File: config.mk
export PLATFORM = sky130hd
export DESIGN_NAME = stdc_system_tick_timer
export DESIGN_NICKNAME = d
export VERILOG_FILES = /design/src/stdc_pkg.sv /design/src/stdc_system_tick_timer.sv
export SDC_FILE = /design/constraint.sdc
export NUM_CORES = 1
export LEC_CHECK = 0
export BUFFER_PORTS_ARGS = -buffer_cell sky130_fd_sc_hd__clkbuf_2
export CAP_MARGIN = 30
export CORE_MARGIN = 5
export CORE_UTILIZATION = 50
export CTS_BUF_LIST = sky130_fd_sc_hd__clkbuf_16
export DETAILED_ROUTE_END_ITERATION = 7
export HOLD_SLACK_MARGIN = 0.05
export PLACE_DENSITY = 0.74
export SLEW_MARGIN = 30
export SYNTH_ARGS = -nofsm -noshare
export SYNTH_HDL_FRONTEND = slang
export SYNTH_SLANG_ARGS = --single-unit
File: constraint.sdc
create_clock -name clk -period 3.99 [get_ports clk]
set_input_delay 0.5985 -clock clk [delete_from_list [all_inputs] [get_ports clk]]
set_output_delay 0.5985 -clock clk [all_outputs]
set_load 0.02 [all_outputs]
File: src/stdc_pkg.sv
// constants and types for the system tick down counter
// assumes a single 50 MHz clock and a plain register port
package stdc_pkg;
  localparam int cnt_width = 24;
  localparam logic [3:0] addr_ctrl = 4'h0;
  localparam logic [3:0] addr_reload = 4'h4;
  localparam logic [3:0] addr_current = 4'h8;
  localparam logic [3:0] addr_int_status = 4'hc;
  localparam logic [3:0] addr_int_enable = 4'h0;
  localparam logic [3:0] addr_int_clear = 4'h4;
  localparam logic [3:0] page_timer = 4'h0;
  localparam logic [3:0] page_irq = 4'h1;
  localparam int ctrl_enable_bit = 0;
  localparam int ctrl_flag_bit = 16;
  localparam int irq_wrap_bit = 0;
  localparam logic [31:0] reset_zero = 32'h0000_0000;
  typedef struct packed {
    logic [7:0] addr;
    logic [31:0] wdata;
    logic wr;
    logic rd;
  } stdc_bus_type;
endpackage

File: src/stdc_system_tick_timer.sv
// system tick down counter with register port and one interrupt line
// assumes the bus master is on clk and obeys one-cycle strobes
`timescale 1ns/1ps
module stdc_system_tick_timer #(
  parameter int width = stdc_pkg::cnt_width
) (
  // clock and reset
  input wire logic clk,
  input wire logic rst,
  // register port
  input wire stdc_pkg::stdc_bus_type bus,
  output logic [31:0] rdata,
  // interrupt
  output logic irq
);
  // refused at elaboration: counter and reload must fit the 32-bit read word
  if (width < 2 || width > 31) begin : g_bad_width
    $error("width out of range");
  end

  logic enable;
  logic [width-1:0] reload_value_reg;
  logic [width-1:0] current_value_reg;
  logic wrap_flag;
  logic irq_status;
  logic irq_enable;
  logic hit_zero;
  logic flag_read;

  function automatic logic sel(input logic [7:0] a, input logic [3:0] page,
                               input logic [3:0] off);
    sel = (a[7:4] == page) && (a[3:0] == off);
  endfunction

  assign flag_read = bus.rd && sel(bus.addr, stdc_pkg::page_timer, stdc_pkg::addr_ctrl);
  // enabled counter at one lands on zero; this counts even when a write clears it in that cycle, a write clearing any other value does not
  assign hit_zero = enable && (current_value_reg == width'(1));

  always_ff @(posedge clk) begin
    if (rst) begin
      enable <= 1'b0;
    end else if (bus.wr && sel(bus.addr, stdc_pkg::page_timer, stdc_pkg::addr_ctrl)) begin
      enable <= bus.wdata[stdc_pkg::ctrl_enable_bit];
    end
  end

  always_ff @(posedge clk) begin
    if (rst) begin
      reload_value_reg <= '0;
    end else if (bus.wr && sel(bus.addr, stdc_pkg::page_timer, stdc_pkg::addr_reload)) begin
      reload_value_reg <= bus.wdata[width-1:0];
    end
  end

  // reset to zero here, though software must not rely on it
  always_ff @(posedge clk) begin
    if (rst) begin
      current_value_reg <= '0;
    end else if (bus.wr && sel(bus.addr, stdc_pkg::page_timer, stdc_pkg::addr_current)) begin
      current_value_reg <= '0;
    end else if (enable) begin
      if (current_value_reg == '0) begin
        current_value_reg <= reload_value_reg;
      end else begin
        current_value_reg <= current_value_reg - width'(1);
      end
    end
  end

  // set wins over the clear-on-read
  always_ff @(posedge clk) begin
    if (rst) begin
      wrap_flag <= 1'b0;
    end else if (hit_zero) begin
      wrap_flag <= 1'b1;
    end else if (flag_read) begin
      wrap_flag <= 1'b0;
    end
  end

  always_ff @(posedge clk) begin
    if (rst) begin
      irq_status <= 1'b0;
    end else if (hit_zero) begin
      irq_status <= 1'b1;
    end else if (bus.wr && sel(bus.addr, stdc_pkg::page_irq, stdc_pkg::addr_int_clear)
                 && bus.wdata[stdc_pkg::irq_wrap_bit]) begin
      irq_status <= 1'b0;
    end
  end

  always_ff @(posedge clk) begin
    if (rst) begin
      irq_enable <= 1'b0;
    end else if (bus.wr && sel(bus.addr, stdc_pkg::page_irq, stdc_pkg::addr_int_enable)) begin
      irq_enable <= bus.wdata[stdc_pkg::irq_wrap_bit];
    end
  end

  always_ff @(posedge clk) begin
    if (rst) begin
      irq <= 1'b0;
    end else begin
      irq <= (irq_status || hit_zero) && irq_enable;
    end
  end

  always_ff @(posedge clk) begin
    if (rst) begin
      rdata <= stdc_pkg::reset_zero;
    end else if (bus.rd) begin
      rdata <= stdc_pkg::reset_zero;
      if (sel(bus.addr, stdc_pkg::page_timer, stdc_pkg::addr_ctrl)) begin
        rdata[stdc_pkg::ctrl_enable_bit] <= enable;
        rdata[stdc_pkg::ctrl_flag_bit] <= wrap_flag;
      end else if (sel(bus.addr, stdc_pkg::page_timer, stdc_pkg::addr_reload)) begin
        rdata[width-1:0] <= reload_value_reg;
      end else if (sel(bus.addr, stdc_pkg::page_timer, stdc_pkg::addr_current)) begin
        rdata[width-1:0] <= current_value_reg;
      end else if (sel(bus.addr, stdc_pkg::page_irq, stdc_pkg::addr_int_enable)) begin
        rdata[stdc_pkg::irq_wrap_bit] <= irq_enable;
      end else if (sel(bus.addr, stdc_pkg::page_timer, stdc_pkg::addr_int_status)) begin
        rdata[stdc_pkg::irq_wrap_bit] <= irq_status;
      end
    end else begin
      rdata <= stdc_pkg::reset_zero;
    end
  end
endmodule

==> results_tabular.tex, run 1 <==
\begin{tabular}{lr}
\hline
Metric & Value \\
\hline
\multicolumn{2}{l}{\textbf{Outcome}} \\
Run status & finished, final reports clean \\
\multicolumn{2}{l}{\textbf{Place}} \\
Placed cell area & 3870 um2 \\
Post-detail-place hpwl & 6.09 mm \\
GPL Wtd Cong & 0.900 \\
Input/output buffers & 60 \\
\multicolumn{2}{l}{\textbf{Clock network}} \\
Post-CTS Setup Repair Bufs & 0 \\
Clock sinks & 77 \\
TritonCTS clock tree & done \\
CTS Root Buffer Type & sky130\_fd\_sc\_hd\_\_clkbuf\_16 \\
Num CTS Buffers & 9 \\
Clock latency on the worst-skew pair & 0.33 ns \\
Deepest clock path buffer count & 2 \\
Quantity of gates resized following cts & 0 \\
Clock transition time at the flip-flop clock pins of the worst setup and hold paths & $\sim$0.06 ns \\
Total number of H-tree levels & 3 \\
CTS hold repair buffers & 0 \\
\multicolumn{2}{l}{\textbf{GRT}} \\
Global-route wire length before repair & 14.9 mm \\
Total overflow reported by the global router & 0 \\
Initial antenna violation count & 0 \\
Total routing usage reported by global routing & between 20\% and 30\% \\
Pin count of the biggest net entering global routing & 35 \\
Via count of the first global-routing pass & 3,118 \\
\multicolumn{2}{l}{\textbf{Timing}} \\
Highest clock rate & 0.393 GHz \\
Unrepaired setup endpoints after global routing & false \\
Slew HR & 39.3\% \\
Worst Clk Skew & 0.00345 ns \\
Slew at the pin closest to its max-slew limit & 0.907 ns \\
Period minus WS final & between 2 and 3 ns \\
Part of the cycle the worst path needs & 63.7\% \\
Setup\_tns & 0 ns \\
Hold slack final & 0.474 ns \\
Number of pins with negative max-slew slack in the final report & 0 \\
Setup violation total in the final timing report & 0 \\
Number of failing hold endpoints at the final stage & 0 \\
\multicolumn{2}{l}{\textbf{Critical path}} \\
Worst R2R Path Depth & 7 \\
CP Data Required Time & between 4 and 5 ns \\
Delay of the slowest cell on the worst path & 0.56 ns \\
Critical path depth & 7 \\
Critical path peak fanout & 8 \\
Cell breakdown of the critical path & inv\_1 > ha\_1 > or4b\_1 > nor4\_2 > nand4\_1 > a41oi\_1 > a21oi\_1 \\
Critical path launch point & current\_value\_reg[0] \\
Worst path bufs/invs & 1 \\
Kind of cell adding the most delay to the critical path & simple AND/OR/NAND/NOR gates \\
Crit. End Element & flop \\
Arrival time worst endpoint & 2.76 ns \\
Reg2reg setup slack & 1.45 ns \\
Category of the worst setup path launch point & flop \\
CP max stage cell & sky130\_fd\_sc\_hd\_\_or4b\_1 \\
Crit path kind & reg -> reg \\
Source of the worst register-to-register timing path & current\_value\_reg[0] \\
\multicolumn{2}{l}{\textbf{Final layout}} \\
Final nets & 517 \\
Layout cell share with drive strength beyond 1 & a little over a fifth \\
Filler instances & 646 \\
Synthesis-to-finish area growth & 17.0\% \\
Cell area after layout & 4150 um2 \\
ANT cells & 0 \\
\multicolumn{2}{l}{\textbf{Synthesis}} \\
Synth Register Bits & 77 \\
Proportion of synthesized chip area in sequential cells & 43.4\% \\
Area of the mapped netlist & between 3000 and 4000 um2 \\
Number of enable-type register cells in the synthesized netlist & 0 \\
Cell taking the most area after synthesis & sky130\_fd\_sc\_hd\_\_dfxtp\_1 \\
Post-Synthesis Mean Instance Area & 8.45 um2 \\
Leading register cell type out of synthesis & sky130\_fd\_sc\_hd\_\_dfxtp\_1 \\
Most common cell in the netlist & sky130\_fd\_sc\_hd\_\_dfxtp\_1 \\
Synth top cells by count & sky130\_fd\_sc\_hd\_\_dfxtp\_1, sky130\_fd\_sc\_hd\_\_nand2\_1, sky130\_fd\_sc\_hd\_\_a21oi\_1 \\
Yosys warning count & 0 \\
Cells taking the most area after synthesis & sky130\_fd\_sc\_hd\_\_dfxtp\_1, sky130\_fd\_sc\_hd\_\_nand2\_1, sky130\_fd\_sc\_hd\_\_a21oi\_1, sky130\_fd\_sc\_hd\_\_a22oi\_1, sky130\_fd\_sc\_hd\_\_nor2\_1 \\
Share of async-settable or async-resettable flops after synthesis & 0\% \\
Mapped Cells & 420 \\
Proportion of netlist area held by the largest area contributor & between 40\% and 50\% \\
Count of distinct cell types in the synthesized netlist & 56 \\
\multicolumn{2}{l}{\textbf{Power and ir drop}} \\
Power density cells & 409 nW/um2 \\
Static leakage & 1.57 nW \\
Total chip power & between 1.5 and 2 mW \\
Peak ir drop on the vdd network & 0.235 mV \\
\multicolumn{2}{l}{\textbf{Routing}} \\
Total wire length after detailed routing & just under 9 mm \\
Number of DRC markers after the initial detailed-route iteration & 232 \\
Router iterations before antenna repair & 4 \\
Routed via count & roughly 3,300 \\
Per-cell via count in the routed design & 5.71 \\
Number of nets still failing antenna checks after routing & 0 \\
Average wire per cell in the routed design & 15.3 um \\
Drc violations & 0 \\
\multicolumn{2}{l}{\textbf{Worst hold path}} \\
Worst hold path type & reg -> reg \\
Hold Crit Start & reload\_value\_reg[2] \\
Cells on Worst Hold Path & 2 \\
\multicolumn{2}{l}{\textbf{Floorplanning}} \\
Die Y-Extent & 94.2 um \\
Die W & 94.2 um \\
Site row count & 30 \\
Die ar. & 8880 um2 \\
Io pins & 77 \\
Total core area & 6870 um2 \\
Initial core utilization & 51.7\% \\
\multicolumn{2}{l}{\textbf{Flow run}} \\
Max Cap Violations & 0 \\
\hline
\end{tabular}
[final timing paths]
path	endpoint
hold reg to reg	reload_value_reg[2]
hold / removal	reload_value_reg[2]
setup / recovery	current_value_reg[11]
setup reg to reg	current_value_reg[11]
[layout make-up]
type / count / area (um2) / area share [%]
multi-input combinational: 305 / 1820 / 43.9
sequential: 77 / 1540 / 37.1
timing repair buffer: 66 / 345 / 8.32
clock buffer: 9 / 225 / 5.43
tap: 96 / 120 / 2.89
clock inverter: 7 / 56.3 / 1.36
inverter: 11 / 41.3 / 0.995
[metal layers]
layer | wire, um | GRT usage [%] | vias up
li1 | - | - | 1619
met1 | 3940 | 27.4 | 1533
met2 | 4140 | 34.4 | 95
met3 | 512 | 5.29 | 14
met4 | 165 | 8.30 | 0
met5 | 0 | 0 | -
[worst min-delay path, stage by stage, from the launching register on]
cell                      delay, ns
sky130_fd_sc_hd__dfxtp_1       0.32
sky130_fd_sc_hd__nand2_1       0.06
sky130_fd_sc_hd__a21oi_1       0.05
[kinds of logic (layout without fill, tap and decap cells)]
logic type | count (synthesis) | count (layout) | synth area share, %
buffers and inverters | 45 | 93 | 6.14
XOR/XNOR | 1 | 1 | 0.247
AND/OR/NAND/NOR | 175 | 175 | 26.7
flip-flops | 77 | 77 | 43.4
other | 1 | 8 | 0.106
adder cells (fa/ha/maj) | 3 | 3 | 1.06
multiplexers | 6 | 6 | 1.76
AO/OA/AOI/OAI | 112 | 112 | 20.6
[cell usage in the layout (no fill, tap or decap), drive strengths merged, types with 4 or more instances in the layout]
cell type,count
clkinv,7
o21ai,8
a21oi,40
nor4,14
nor2,36
a31oi,12
clkbuf,69
mux2i,4
conb,8
nand4,5
nand2,63
nand3,20
or4,7
o31ai,10
buf,6
nor3,4
inv,10
dfxtp,77
a22oi,23
or3,6
[where the power goes]
| part | switching, mW | internal [mW] |
|---|---|---|
| registers | 0.00394 | 0.772 |
| logic | 0.0946 | 0.0555 |
| clock network | 0.300 | 0.474 |
| total | 0.398 | 1.30 |
[stage by stage]
step / utilization, % / worst slack, ns / std cells
4_1_cts: 60.4 / 1.47 / 571
3_5_place_dp: 56.3 / 1.22 / 555
6_report: 60.4 / 1.45 / 571
3_3_place_gp: 56.3 / 1.20 / 555
5_1_grt: 60.4 / 1.28 / 571
2_1_floorplan: - / 1.84 / 427
(Power assumes the default switching activity.)
==> inputs of run 2 (changes only) <==
ABC_AREA = 1   (was unset)
PLACE_DENSITY = 0.76   (was 0.74)
clock period = 2.25 ns   (was 3.99 ns; I/O delays follow)
==> run 2 against run 1 <==
Effect of this change: count of clock-buffer cells in the layout unchanged; worst hold slack worse by 0.23 ns; clock skew grew 0.0027 ns; total power is 73% higher; critical path depth increased by 5; non-clock buffer count rose by 3.
==> results_tabular.tex, run 2 <==
\begin{tabular}{lr}
\hline
Metric & Value \\
\hline
\multicolumn{2}{l}{\textbf{Synthesis}} \\
Post-synthesis xor/xnor area fraction & 0.895\% (+0.65 points) \\
Most common cell in the netlist & sky130\_fd\_sc\_hd\_\_nand2\_1 \\
Synth Register Bits & 77 (unchanged) \\
Proportion of netlist area held by the largest area contributor & 39.4\% (-4.1 points) \\
Mux cell area share after synthesis & 0\% (-1.8 points) \\
Count of distinct cell types in the synthesized netlist & 30 (-46\%) \\
Number of enable-type register cells in the synthesized netlist & 0 (unchanged) \\
Cells taking the most area after synthesis & sky130\_fd\_sc\_hd\_\_dfxtp\_1, sky130\_fd\_sc\_hd\_\_nand2\_1, sky130\_fd\_sc\_hd\_\_a21oi\_1, sky130\_fd\_sc\_hd\_\_nor2\_1, sky130\_fd\_sc\_hd\_\_inv\_1 \\
Dominant combinational cell family by area after synthesis & simple AND/OR/NAND/NOR gates \\
Yosys warning count & 0 (unchanged) \\
Post-Synthesis Mean Instance Area & 6.52 um2 (-23\%) \\
Share of async-settable or async-resettable flops after synthesis & 0\% (unchanged) \\
Share of synthesized cell area in full adder, half adder and majority cells & 0.959\% (-0.099 points) \\
Area of the mapped netlist & 3910 um2 (+10\%) \\
Leading register cell type out of synthesis & sky130\_fd\_sc\_hd\_\_dfxtp\_1 \\
Fraction of the mapped netlist area in compound gates & 14.8\% (-5.8 points) \\
Area fraction in and, or, nand and nor cells after synthesis & 32.7\% (+6.0 points) \\
Proportion of synthesized chip area in sequential cells & 39.4\% (-4.1 points) \\
Synth top cells by count & sky130\_fd\_sc\_hd\_\_nand2\_1, sky130\_fd\_sc\_hd\_\_dfxtp\_1, sky130\_fd\_sc\_hd\_\_a21oi\_1 \\
Cell taking the most area after synthesis & sky130\_fd\_sc\_hd\_\_dfxtp\_1 \\
Mapped Cells & 600 (+43\%) \\
\multicolumn{2}{l}{\textbf{Floorplanning}} \\
Die Y-Extent & 98.5 um (+4.5\%) \\
Die ar. & 9700 um2 (+9.2\%) \\
Site row count & 32 (+6.7\%) \\
Total core area & 7690 um2 (+12\%) \\
Die W & 98.5 um (+4.5\%) \\
Initial core utilization & 50.9\% (-0.75 points) \\
Io pins & 77 (unchanged) \\
\multicolumn{2}{l}{\textbf{Clock network}} \\
TritonCTS clock tree & done \\
Total number of H-tree levels & 3 (unchanged) \\
Clock latency on the worst-skew pair & 0.33 ns (about the same) \\
Quantity of gates resized following cts & 0 (unchanged) \\
Clock sinks & 77 (unchanged) \\
Post-CTS Setup Repair Bufs & 0 (unchanged) \\
Num CTS Buffers & 9 (unchanged) \\
CTS Root Buffer Type & sky130\_fd\_sc\_hd\_\_clkbuf\_16 \\
Deepest clock path buffer count & 2 (unchanged) \\
Clock transition time at the flip-flop clock pins of the worst setup and hold paths & 0.06 ns (about the same) \\
CTS hold repair buffers & 0 (unchanged) \\
\multicolumn{2}{l}{\textbf{Outcome}} \\
Run status & finished, final reports clean \\
\multicolumn{2}{l}{\textbf{Timing}} \\
Number of failing hold endpoints at the final stage & 0 (unchanged) \\
Slew at the pin closest to its max-slew limit & 0.761 ns (-0.146 ns) \\
Final worst slack & 0.415 ns (-1.03 ns) \\
Worst Clk Skew & 0.00620 ns (+0.00275 ns) \\
Setup\_tns & 0 ns (unchanged) \\
Period minus WS final & 1.84 ns (-0.707 ns) \\
Part of the cycle the worst path needs & 81.6\% (+18 points) \\
Number of pins with negative max-slew slack in the final report & 0 (unchanged) \\
Slew HR & 49.2\% (+9.9 points) \\
Highest clock rate & 0.545 GHz (+39\%) \\
Setup violation total in the final timing report & 0 (unchanged) \\
Unrepaired setup endpoints after global routing & false \\
\multicolumn{2}{l}{\textbf{Critical path}} \\
Category of the worst setup path launch point & flop \\
Worst path bufs/invs & 3 (+2) \\
CP Data Required Time & 2.46 ns (-1.74 ns) \\
Critical path peak fanout & 19 (+11) \\
Arrival time worst endpoint & 2.04 ns (-0.72 ns) \\
Cell breakdown of the critical path & inv\_1 > ha\_1 > inv\_1 > nor2\_1 > nand2\_2 > nor2\_4 > buf\_12 > nand2\_1 > nand2\_1 > nor2\_1 > nor2\_1 > nor2\_1 \\
Crit. End Element & flop \\
Most Frequent Cell on Critical Path & sky130\_fd\_sc\_hd\_\_nor2\_1 \\
Kind of cell adding the most delay to the critical path & simple AND/OR/NAND/NOR gates \\
Crit path kind & reg -> reg \\
Delay of the slowest cell on the worst path & 0.33 ns (-0.23 ns) \\
CP max stage cell & sky130\_fd\_sc\_hd\_\_dfxtp\_1 \\
\multicolumn{2}{l}{\textbf{Power and ir drop}} \\
Combinational fraction of design power & 3.4\% (-5.4 points) \\
Static leakage & 2.12 nW (+35\%) \\
Clock Power Share & 50.2\% (+4.7 points) \\
Total chip power & 2.95 mW (+73\%) \\
Power density cells & 643 nW/um2 (+57\%) \\
Psw & 0.591 mW (+48\%) \\
Peak ir drop on the vdd network & 0.608 mV (+160\%) \\
Power Internal & 2.35 mW (+81\%) \\
Switching power as a share of total power & 20.1\% (-3.4 points) \\
Sequential cell fraction of total power & 46.4\% (+0.7 points) \\
\multicolumn{2}{l}{\textbf{GRT}} \\
Via count of the first global-routing pass & 3,734 (+20\%) \\
Total overflow reported by the global router & 0 (unchanged) \\
Global-route wire length before repair & 16.3 mm (+9.2\%) \\
Initial antenna violation count & 0 (unchanged) \\
Pin count of the biggest net entering global routing & 46 (+31\%) \\
Total routing usage reported by global routing & 20.3\% (-1.1 points) \\
\multicolumn{2}{l}{\textbf{Routing}} \\
Router iterations before antenna repair & 5 (+1) \\
Routed via count & 3,835 (+18\%) \\
Number of nets still failing antenna checks after routing & 0 (unchanged) \\
Number of DRC markers after the initial detailed-route iteration & 140 (-40\%) \\
Drc violations & 0 (unchanged) \\
Per-cell via count in the routed design & 5.04 (-12\%) \\
Total wire length after detailed routing & 9.28 mm (+5.9\%) \\
Average wire per cell in the routed design & 12.2 um (-21\%) \\
\multicolumn{2}{l}{\textbf{Final layout}} \\
Fin util & 59.6\% (-0.83 points) \\
Layout cell share with drive strength beyond 1 & 15.6\% (-5.2 points) \\
ANT cells & 0 (unchanged) \\
Final nets & 702 (+36\%) \\
Leading cell type in the layout, fill and taps excluded & sky130\_fd\_sc\_hd\_\_nand2\_1 \\
Total area of multi-input combinational cells & 1960 um2 (+7.8\%) \\
Synthesis-to-finish area growth & 17.0\% (about the same) \\
Filler instances & 770 (+19\%) \\
Area occupied by registers & 1540 um2 (unchanged) \\
Leading cell types in the layout, fill and taps excluded & sky130\_fd\_sc\_hd\_\_nand2\_1, sky130\_fd\_sc\_hd\_\_dfxtp\_1, sky130\_fd\_sc\_hd\_\_a21oi\_1, sky130\_fd\_sc\_hd\_\_nor2\_1, sky130\_fd\_sc\_hd\_\_inv\_1 \\
\multicolumn{2}{l}{\textbf{Flow run}} \\
Max Cap Violations & 0 (unchanged) \\
\multicolumn{2}{l}{\textbf{Place}} \\
Input/output buffers & 60 (unchanged) \\
Post-detail-place hpwl & 6.62 mm (+8.6\%) \\
GPL Wtd Cong & 0.929 (+3.2\%) \\
Pre-CTS worst setup slack & 0.360 ns (-0.859 ns) \\
\multicolumn{2}{l}{\textbf{Worst hold path}} \\
Worst hold path type & in -> reg \\
\hline
\end{tabular}
run 2: cell types whose count changed in the layout (fill, tap and decap cells not counted), moves of 23 or more:
cell | previous run | this run
sky130_fd_sc_hd__inv_1 | 10 | 65
sky130_fd_sc_hd__a21oi_1 | 40 | 76
sky130_fd_sc_hd__nand2_1 | 63 | 164
sky130_fd_sc_hd__nor2_1 | 36 | 73
sky130_fd_sc_hd__a22oi_1 | 23 | 0
sky130_fd_sc_hd__o21ai_0 | 7 | 33
run 2: path summary, 6_finish.rpt:
path	end	cells past startpoint	from	slack [ns]
min reg2reg	irq	2	irq_enable	0.45
max	current_value_reg[15]	12	current_value_reg[0]	0.41
min	wrap_flag	2	rst	0.25
max reg2reg	current_value_reg[15]	12	current_value_reg[0]	0.41
run 2: layout make-up:
cell class / count / area share, %
clock buffer: 9 / 4.92
clock inverter: 6 / 1.75
inverter: 67 / 5.49
multi-input combinational: 431 / 42.8
sequential: 77 / 33.7
tap: 102 / 2.79
timing repair buffer: 69 / 8.58
run 2: worst reg2reg max path: cells and delay by family, from the launching register on:
family | cells | cell delay, ns
fa+ha+maj | 1 | 0.20
flops | 1 | 0.33
buf+inv | 3 | 0.41
simple gates | 8 | 0.77
run 2: metal layers:
layer | global-route usage, % | share of wire [%] | wire length [um]
met1 | 24.2 | 44 | 4100
met2 | 35.7 | 49 | 4540
met3 | 4.88 | 5.4 | 498
met4 | 7.14 | 1.5 | 138
met5 | 0 | 0 | 0
run 2: cell families after synthesis:
family	after synthesis
compound gates	115
xor+xnor	4
fa+ha+maj	3
buf+inv	99
flops	77
other cells	1
simple gates	301
run 2: power groups by stage:
stage	registers (mW)	logic [mW]	clock network (mW)
CTS	1.37	0.0999	1.51
global route	1.36	0.112	1.56
floorplan	1.39	0.0622	0
detailed placement	1.40	0.0994	0
global placement	1.40	0.0971	0
finish	1.37	0.100	1.48
run 2: metrics by stage:
stage	hold WS (ns)	cell area [um2]	std cells
floorplan	0.407	3940	607
global placement	0.441	4280	746
detailed placement	0.438	4280	746
CTS	0.230	4580	761
global route	0.248	4580	761
finish	0.248	4580	761
